<file path="config.mk">
export PLATFORM = sky130hd
export DESIGN_NAME = rta_remap
export DESIGN_NICKNAME = d
export VERILOG_FILES = /design/src/rtl/rta_pkg.sv /design/src/rtl/rta_remap.sv
export SDC_FILE = /design/constraint.sdc
export NUM_CORES = 1
export LEC_CHECK = 0
export BUFFER_PORTS_ARGS = -buffer_cell sky130_fd_sc_hd__buf_2
export CAP_MARGIN = 5
export CORE_AREA = 8 8 106 89
export DETAILED_ROUTE_END_ITERATION = 12
export DIE_AREA = 0 0 114 97
export PLACE_DENSITY = 0.86
export SKIP_LAST_GASP = 1
export SLEW_MARGIN = 10
export SYNTH_ARGS = -nofsm -noshare
export SYNTH_HDL_FRONTEND = slang
export SYNTH_SLANG_ARGS = --single-unit
</file>
<file path="constraint.sdc">
create_clock -name i_clk -period 2 [get_ports i_clk]
set_clock_uncertainty 0.1 [all_clocks]
set_input_delay 0.1 -clock i_clk [delete_from_list [all_inputs] [get_ports i_clk]]
set_output_delay 0.1 -clock i_clk [all_outputs]
set_load 0.005 [all_outputs]
</file>
<file path="src/rtl/rta_pkg.sv">
// Constants shared by the remote target address remap block
package rta_pkg;
  localparam int unsigned ADDR_W        = 8;
  localparam int unsigned DATA_W        = 8;
  localparam int unsigned PHYS_W        = 7;
  localparam int unsigned SLOT_W        = 3;
  localparam int unsigned NUM_SLOTS     = 5;
  localparam int unsigned NUM_PORTS_DEF = 2;
  // Register offsets of the target slots held here
  localparam logic [7:0] REMOTE_TARGET_ADDR_3 = 8'h60;
  localparam logic [7:0] REMOTE_TARGET_ADDR_4 = 8'h61;
  localparam logic [7:0] REMOTE_TARGET_ADDR_5 = 8'h62;
  localparam logic [7:0] REMOTE_TARGET_ADDR_6 = 8'h63;
  localparam logic [7:0] REMOTE_TARGET_ADDR_7 = 8'h64;
  // Slots 0 to 2 live elsewhere in the unit, just below slot 3
  localparam logic [7:0] REMOTE_TARGET_ADDR_0 = 8'h5d;
  localparam logic [7:0] REMOTE_TARGET_ADDR_2 = 8'h5f;
  // Lowest slot index held by this block
  localparam logic [2:0] FIRST_SLOT     = 3'h3;
  localparam logic [2:0] LAST_SLOT      = 3'h7;
  // Field layout and reset values
  localparam int unsigned PHYS_MSB      = 7;
  localparam int unsigned PHYS_LSB      = 1;
  localparam logic [6:0]  PHYS_RESET    = 7'h00;
  localparam logic [6:0]  ALIAS_OFF     = 7'h00;
  localparam logic        RSVD_BIT_VAL  = 1'b0;
  localparam logic [7:0]  RDATA_RESET   = 8'h00;
endpackage

</file>
<file path="src/rtl/rta_remap.sv">
// Per-port remote target physical address slots 3 to 7 and alias remap
`timescale 1ns/1ps

//////////////////////////////////////////////////////////////////////////////
module rta_remap #(
  parameter int unsigned NUM_PORTS = rta_pkg::NUM_PORTS_DEF
) (
  input  wire logic                          i_clk,
  input  wire logic                          i_rst,
  input  wire logic [$clog2(NUM_PORTS)-1:0]  i_port_sel,
  input  wire logic                          i_reg_wr,
  input  wire logic                          i_reg_rd,
  input  wire logic [rta_pkg::ADDR_W-1:0]    i_reg_addr,
  input  wire logic [rta_pkg::DATA_W-1:0]    i_reg_wdata,
  output logic      [rta_pkg::DATA_W-1:0]    o_reg_rdata,
  output logic                               o_reg_hit,
  input  wire logic                          i_xlat_req,
  input  wire logic [$clog2(NUM_PORTS)-1:0]  i_xlat_port,
  input  wire logic [rta_pkg::SLOT_W-1:0]    i_xlat_slot,
  input  wire logic [rta_pkg::PHYS_W-1:0]    i_xlat_alias,
  output logic                               o_fwd_valid,
  output logic      [rta_pkg::PHYS_W-1:0]    o_fwd_addr,
  output logic      [$clog2(NUM_PORTS)-1:0]  o_fwd_port
);
  import rta_pkg::*;

  localparam int unsigned PW = $clog2(NUM_PORTS);

  if (NUM_PORTS < 2 || NUM_PORTS > 8)
  begin : g_chk
    $error("rta_remap: NUM_PORTS must be 2 to 8");
  end

  //////////////////////////////////////////////////////////////////////////////
  // Address decode

  logic            acc_hit;
  logic [2:0]      acc_idx;
  logic [ADDR_W:0] acc_off;

  always_comb
  begin
    acc_off = {1'b0, i_reg_addr} - {1'b0, REMOTE_TARGET_ADDR_3};
    // Only 0x60..0x64 belong here; 0x5D..0x5F fall below and miss
    acc_hit = (i_reg_addr >= REMOTE_TARGET_ADDR_3) && (i_reg_addr <= REMOTE_TARGET_ADDR_7);
    acc_idx = acc_off[2:0];
  end

  //////////////////////////////////////////////////////////////////////////////
  // Slot storage, one bank per receive port

  logic [PHYS_W-1:0] tgt_q [NUM_PORTS][NUM_SLOTS];
  logic [PHYS_W-1:0] tgt_d [NUM_PORTS][NUM_SLOTS];

  always_comb
  begin
    tgt_d = tgt_q;
    // Only the selected port's copy takes the write
    if (i_reg_wr && acc_hit)
    begin
      // Bit 0 is never stored, so it cannot be written
      tgt_d[i_port_sel][acc_idx] = i_reg_wdata[PHYS_MSB:PHYS_LSB];
    end
  end

  always_ff @(posedge i_clk)
  begin
    if (i_rst)
    begin
      for (int p = 0; p < NUM_PORTS; p++)
      begin
        for (int s = 0; s < NUM_SLOTS; s++)
        begin
          tgt_q[p][s] <= PHYS_RESET;
        end
      end
    end
    else
    begin
      tgt_q <= tgt_d;
    end
  end

  //////////////////////////////////////////////////////////////////////////////
  // Read path, one cycle latency so the outputs come from flops

  logic [DATA_W-1:0] rdata_d;
  logic              hit_d;

  always_comb
  begin
    rdata_d = o_reg_rdata;
    hit_d   = 1'b0;
    if (i_reg_rd)
    begin
      hit_d   = acc_hit;
      // Unclaimed addresses return zero so the owner of them can OR buses
      rdata_d = acc_hit ? {tgt_q[i_port_sel][acc_idx], RSVD_BIT_VAL}
                        : RDATA_RESET;
    end
  end

  always_ff @(posedge i_clk)
  begin
    if (i_rst)
    begin
      o_reg_rdata <= RDATA_RESET;
      o_reg_hit   <= 1'b0;
    end
    else
    begin
      o_reg_rdata <= rdata_d;
      o_reg_hit   <= hit_d;
    end
  end

  //////////////////////////////////////////////////////////////////////////////
  // Alias remap toward the back control channel

  logic              slot_ok;
  logic [2:0]        xl_idx;
  logic [PHYS_W-1:0] xl_tgt;
  logic              fwd_valid_d;
  logic [PHYS_W-1:0] fwd_addr_d;
  logic [PW-1:0]     fwd_port_d;

  always_comb
  begin
    slot_ok     = (i_xlat_slot >= FIRST_SLOT);
    // Slots below three look up entry zero of the bank, so the lookup stays in range
    xl_idx      = slot_ok ? 3'(i_xlat_slot - FIRST_SLOT) : '0;
    xl_tgt      = tgt_q[i_xlat_port][xl_idx];
    fwd_valid_d = 1'b0;
    fwd_addr_d  = o_fwd_addr;
    fwd_port_d  = o_fwd_port;
    // A zero alias never matches, so nothing is forwarded
    if (i_xlat_req && slot_ok && (i_xlat_alias != ALIAS_OFF))
    begin
      fwd_valid_d = 1'b1;
      fwd_addr_d  = xl_tgt;
      fwd_port_d  = i_xlat_port;
    end
  end

  always_ff @(posedge i_clk)
  begin
    if (i_rst)
    begin
      o_fwd_valid <= 1'b0;
      o_fwd_addr  <= PHYS_RESET;
      o_fwd_port  <= '0;
    end
    else
    begin
      o_fwd_valid <= fwd_valid_d;
      o_fwd_addr  <= fwd_addr_d;
      o_fwd_port  <= fwd_port_d;
    end
  end

  //////////////////////////////////////////////////////////////////////////////
  // Assertions

  logic other_chg;

  always_comb
  begin
    other_chg = 1'b0;
    for (int p = 0; p < NUM_PORTS; p++)
    begin
      for (int s = 0; s < NUM_SLOTS; s++)
      begin
        if ((p[PW-1:0] != i_port_sel) && (tgt_d[p][s] != tgt_q[p][s]))
        begin
          other_chg = 1'b1;
        end
      end
    end
  end
endmodule
</file>
Word-level counts from Yosys, hierarchy flattened
Cells that the tools add are included.
{"block": "classes", "add_sub_neg": 2, "n_lt_le_gt_ge": 9, "mux": 20, "bitwise": 5, "n_reduce_logical": 8}
{"cell": "35-bit 2-to-1 mux", "n": 7}
{"cell": "70-bit bitwise mux", "n": 1}
{"cell": "7-bit binary-select mux with 3-bit select", "n": 2}
{"cell": "35-bit demux with 1-bit select", "n": 1}
{"cell": "7-bit 2-to-1 mux", "n": 5}
{"cell": "7-bit demux with 3-bit select", "n": 1}
{"cell": "4-bit >= comparator, second input constant", "n": 2}
{"cell": "8-bit by 7-bit >= comparator with 1-bit output, second input constant", "n": 1}
{"cell": "8-bit by 7-bit less-or-equal comparator with 1-bit output, second input constant", "n": 1}
{"cell": "8-bit 2-to-1 mux", "n": 1}
{"cell": "3-bit inverter with 4-bit output", "n": 2}
{"cell": "7-bit nonzero test", "n": 1}
{"cell": "1-bit logical AND", "n": 6}
{"cell": "2-bit >= comparator, second input constant", "n": 2}
{"cell": "4-bit by 1-bit < comparator with 1-bit output, second input constant", "n": 1}
{"cell": "1-bit inverter with 2-bit output", "n": 2}
{"cell": "3-bit by 2-bit >= comparator with 1-bit output, second input constant", "n": 1}
{"cell": "3-bit 2-to-1 mux", "n": 1}
{"cell": "3-bit by 1-bit subtractor with 3-bit output, second input constant", "n": 1}
{"cell": "3-bit by 2-bit subtractor with 3-bit output, second input constant", "n": 1}
{"cell": "2-bit by 1-bit < comparator with 1-bit output, second input constant", "n": 1}
{"cell": "2-bit OR reduction", "n": 1}
{"cell": "1-bit 2-to-1 mux", "n": 1}
{"cell": "1-bit inverter", "n": 1}
{"block": "totals", "reg_bits": 88, "in_bits": 33, "out_inout_bits": 18, "elab_cells": 59}

Logic depth before layout (Yosys ltp)
{"block": "logic_depth", "ltp_word": 9, "mapped_depth": 8, "mapped_depth_nobuf": 7}

Worst setup path before layout
Ideal clock, no wire load.
{"block": "synth_timing", "kind": "input to register", "from": "in i_xlat_slot[0] in the netlist's numbering", "to": "reg o_fwd_addr[0] in the netlist's numbering", "setup_ns": 0.126, "t_arrival_ns": 1.642, "required_ns": 1.774, "path_slack_ns": 0.132, "stages": 7, "path_buffers": 1, "cell_sequence": "ha_1 -> ha_1 -> o21bai_1 -> buf_2 -> mux4_2 -> mux2i_1 -> o21ai_0"}
{"block": "synth_via", "elab_chain_cells": 6, "word_cells_on_any_way": 9, "cone_classes": "add/sub (1); order compare (1); mux (4); bitwise (1); reduce/logical (2)"}
{"element": "from (decl)", "line_no": "rta_remap.sv:19", "text": "input wire logic [rta_pkg::SLOT_W-1:0] i_xlat_slot,"}
{"element": "3-bit by 2-bit subtractor with 3-bit output or 3-bit by 2-bit >= comparator with 1-bit output (tied branches)", "line_no": "rta_remap.sv:131, rta_remap.sv:129"}
{"element": "3-bit 2-to-1 mux", "line_no": "rta_remap.sv:131", "text": "xl_idx = slot_ok ? 3'(i_xlat_slot - FIRST_SLOT) : '0;"}
{"element": "3-bit inverter with 4-bit output (not written as such)", "line_no": "rta_remap.sv:132", "text": "xl_tgt = tgt_q[i_xlat_port][xl_idx];"}
{"element": "7-bit binary-select mux with 3-bit select", "line_no": "rta_remap.sv:132"}
{"element": "7-bit 2-to-1 mux (not written as such) (2 in a row)", "line_no": "rta_remap.sv:132"}
{"element": "to (signal assigned)", "line_no": "rta_remap.sv:156", "text": "o_fwd_addr <= fwd_addr_d;"}
{"element": "to (decl)", "line_no": "rta_remap.sv:22", "text": "output logic [rta_pkg::PHYS_W-1:0] o_fwd_addr,"}
Several ways; a longest one is shown, not always the timed one. The select of a mux whose other input is x is not followed.
A chain may end at the register's enable or synchronous reset.

Final worst setup path
{"block": "layout_timing", "from": "in i_xlat_req", "to": "reg o_fwd_addr[0] in the netlist's numbering"}
{"block": "layout_via", "elab_chain_cells": 2}
{"element": "from (decl)", "line_no": "rta_remap.sv:17", "text": "input wire logic i_xlat_req,"}
{"element": "1-bit logical AND (2 in a row)", "line_no": "rta_remap.sv:137", "text": "if (i_xlat_req && slot_ok && (i_xlat_alias != ALIAS_OFF))"}
No other way between the ends.

==> summary.md <==
| Metric | Value |
|---|---|
| DR vias/cell | 6.221 |
| Clk slew on worst S/H paths | 0.10 ns |
| WP data required | 2.20 ns |
| Run status | completed |
| Core area | 7692 µm² |
| Largest net degree at the start of global routing | 81 |
| Detailed Route WL | 12,400 µm |
| MaxCap Viol Count | 0 |
| # diodes | 0 |
| Tmin final | 1.905 ns |
| Seq/Total Area, Yosys | 0.3997 |
| Number of DRC markers in iteration 0 | 409 |
| Die Y-Extent | 97 µm |
| Crit path capture type | flip-flop |
| Met2 usage | 0.3651 |
| Chip width | 114 µm |
| Yosys warns | 0 |
| Initial antenna violation count | 0 |
| Maximum vdd drop | 0.4969 mV |
| Post-synth ARST share | 0 |
| Slew Limit Fails | 0 |
| First-pass DRT Iterations | 5 |
| Total clock sinks | 87 |
| Vias in the first global route | 3,991 |
| CTS H-tree depth | 3 |
| Post-synth top flop | dfxtp_1 |
| GR Layer Usage met1 | 0.2829 |
| Grt ovf | 0 |
| First-pass GRT wire length | 20,330 µm |
| Io pins | 51 |
| Crit Reg-Reg Startpoint | tgt_q[42] |
| Reg2Reg Depth | 4 |
| Detailed Place HPWL | 8891 µm |
| Final Cycle Share | 0.9526 |
| R2R Path End | o_reg_rdata[1] |
| #FFs+latches synth | 87 |
| Worst-path maximum fanout | 7 |
| CTS Buffer Depth | 2 |
| Vias after detailed routing | 4,019 |
| Die area | 11,060 µm² |
| Setup total negative slack | 0 ns |
| Post-route ant nets | 0 |
| Layout area overhead | 16.54% |
| Commonest cells post-synth | dfxtp_1 (87), nand2_1 (72), a21oi_1 (62) |
| Layout Cells excl Fill | 646 |
| Post-synth top area cell | dfxtp_1 |
| Post-synth EDFFs | 0 |
| Synth top area cells | dfxtp_1 (40%), mux4_2 (11%), mux2i_1 (9.9%) |
| CTS tree | built |
| Hold depth | 3 |
| Initial Util | 0.5665 |
| Cell count after synthesis | 478 |
| IO Port Bufs | 48 |
| Postcts setup bufs | 0 |
| Startpoint types | input pin |
| Setup Crit Path Kind | input pin to flip-flop |
| Total power | 3.179 mW |
| Worst Hold Path EP | o_reg_rdata[1] |
| Pwr dens | 625.9 nW/µm² |
| GRT Resource Usage Total | 0.2289 |
| Later-pin clock latency in the skew report | 0.37 ns |
| Syn_nets | 513 |
| Final setup vio count | 0 |
| Critical Path AT | 2.10 ns |
| Worst Hold Class | input pin to flip-flop |
| Slew HR | 0.2194 |
| Hold_sp | i_reg_rd |
| Inst Count DP | 622 |
| Area share of the largest cell type after synthesis | 0.3997 |
| Post-Syn Area | 4358 µm² |
| Clock Tree Root | clkbuf_8 |
| Fmax | 524.9 MHz |
| Avg Cell Area, Syn | 9.117 µm² |
| Num rows | 29 |
| Share of cells above drive strength 1 | 0.2361 |
| Total clock buffers created by CTS | 9 |
| Worst-Margin Slew | 1.160 ns |
| Cts repair resizes | 0 |
| DR WL/cell | 19.20 µm |
| M3 GR Usage | 0.07329 |
| Final hold vios | 0 |
| Final net count | 568 |
| Synth cell types | 37 |
| R2R Setup Slk | 0.47 ns |
| Most common cell in the synthesized netlist | dfxtp_1 |
| GR peak layer | met2 |
| # DRC | 0 |
| Gpl congestion | 0.8815 |
| Leak | 1.847 nW |
| RSZ-0062 raised after global routing | false |
worst max-delay path by stage:
stage,slack (ns),to,start,cells past startpoint
detailed placement,-0.26,o_fwd_addr[0],i_xlat_slot[1],8
CTS,0.10,o_fwd_addr[0],i_xlat_req,6
global route,0.003,o_fwd_addr[2],i_xlat_req,6
finish,0.09,o_fwd_addr[0],i_xlat_req,6
floorplan,0.13,o_fwd_addr[0],i_xlat_slot[0],7
global placement,-0.07,o_fwd_addr[5],i_xlat_slot[1],8
metal layers:
layer,wire length (µm),vias to the layer above
met1,4917,1882
li1,-,1833
met3,1314,36
met5,0,-
met2,5886,268
met4,286,0
layout by cell type, fill, tap and decap left out, drive strengths merged, types with 2 or more instances in the layout:
cell	n
dfxtp	87
buf	75
nand2	72
a21oi	62
o21ai	57
mux2i	43
nor2	28
mux4	21
clkbuf	9
nand2b	8
a22oi	8
dlygate4sd3	8
mux2	7
o211ai	7
a221oi	6
inv	6
nor3	5
or3	4
nand4	4
nor2b	3
clkinvlp	3
ha	2
or2	2
clkinv	2
metrics by stage:
stage	util	hold WS (ns)	worst slack, ns	instance area, µm²
detailed placement	0.6264	0.3569	-0.2573	4818
CTS	0.6602	0.003660	0.1047	5079
floorplan	-	0.1697	0.1321	4358
global route	0.6602	0.01451	0.003365	5079
global placement	0.6264	0.3421	-0.07034	4818
finish	0.6602	0.01560	0.09473	5079
where the power goes:
part	internal, mW	switching [mW]
clock network	0.463	0.675
registers	1.73	0.00170
logic	0.121	0.184
final cells by class:
| cell class | count | area [µm²] |
|---|---|---|
| Clock inverter | 7 | 56.30 |
| Timing Repair Buffer | 83 | 573.1 |
| Fill cell | 628 | 2614 |
| Tap cell | 108 | 135.1 |
| Inverter | 4 | 15.01 |
| Sequential cell | 87 | 1742 |
| Multi-Input combinational cell | 348 | 2434 |
| Clock buffer | 9 | 123.9 |
worst max-delay path: stages:
cell	delay, ns
dlygate4sd3_1	0.52
buf_2	0.10
o211ai_2	0.08
nor4_1	0.97
a22oi_1	0.18
o21ai_0	0.15
registers in the layout, summed over array words and instances (netlist names):
signal,cells
o_fwd_port,1
o_fwd_addr,7
o_reg_rdata,7
o_reg_hit,1
tgt_q,70
o_fwd_valid,1
logic make-up (layout without fill, tap and decap cells):
logic type      Yosys count  after routing  share of synthesized area
compound gates          143            143                     0.1817
fa+ha+maj                 2              2                   0.005741
buf+inv                  43            103                    0.04192
flops                    87             87                     0.3997
mux                      71             71                     0.2254
other cells               1              1                  0.0008605
simple gates            131            131                     0.1447
timing repair:
action / CTS / global route
hold buffers: 8 / 0
endpoints found under the hold margin: 47 / 0
endpoints found under the setup margin: 0 / 0
(Power assumes the default switching activity.)
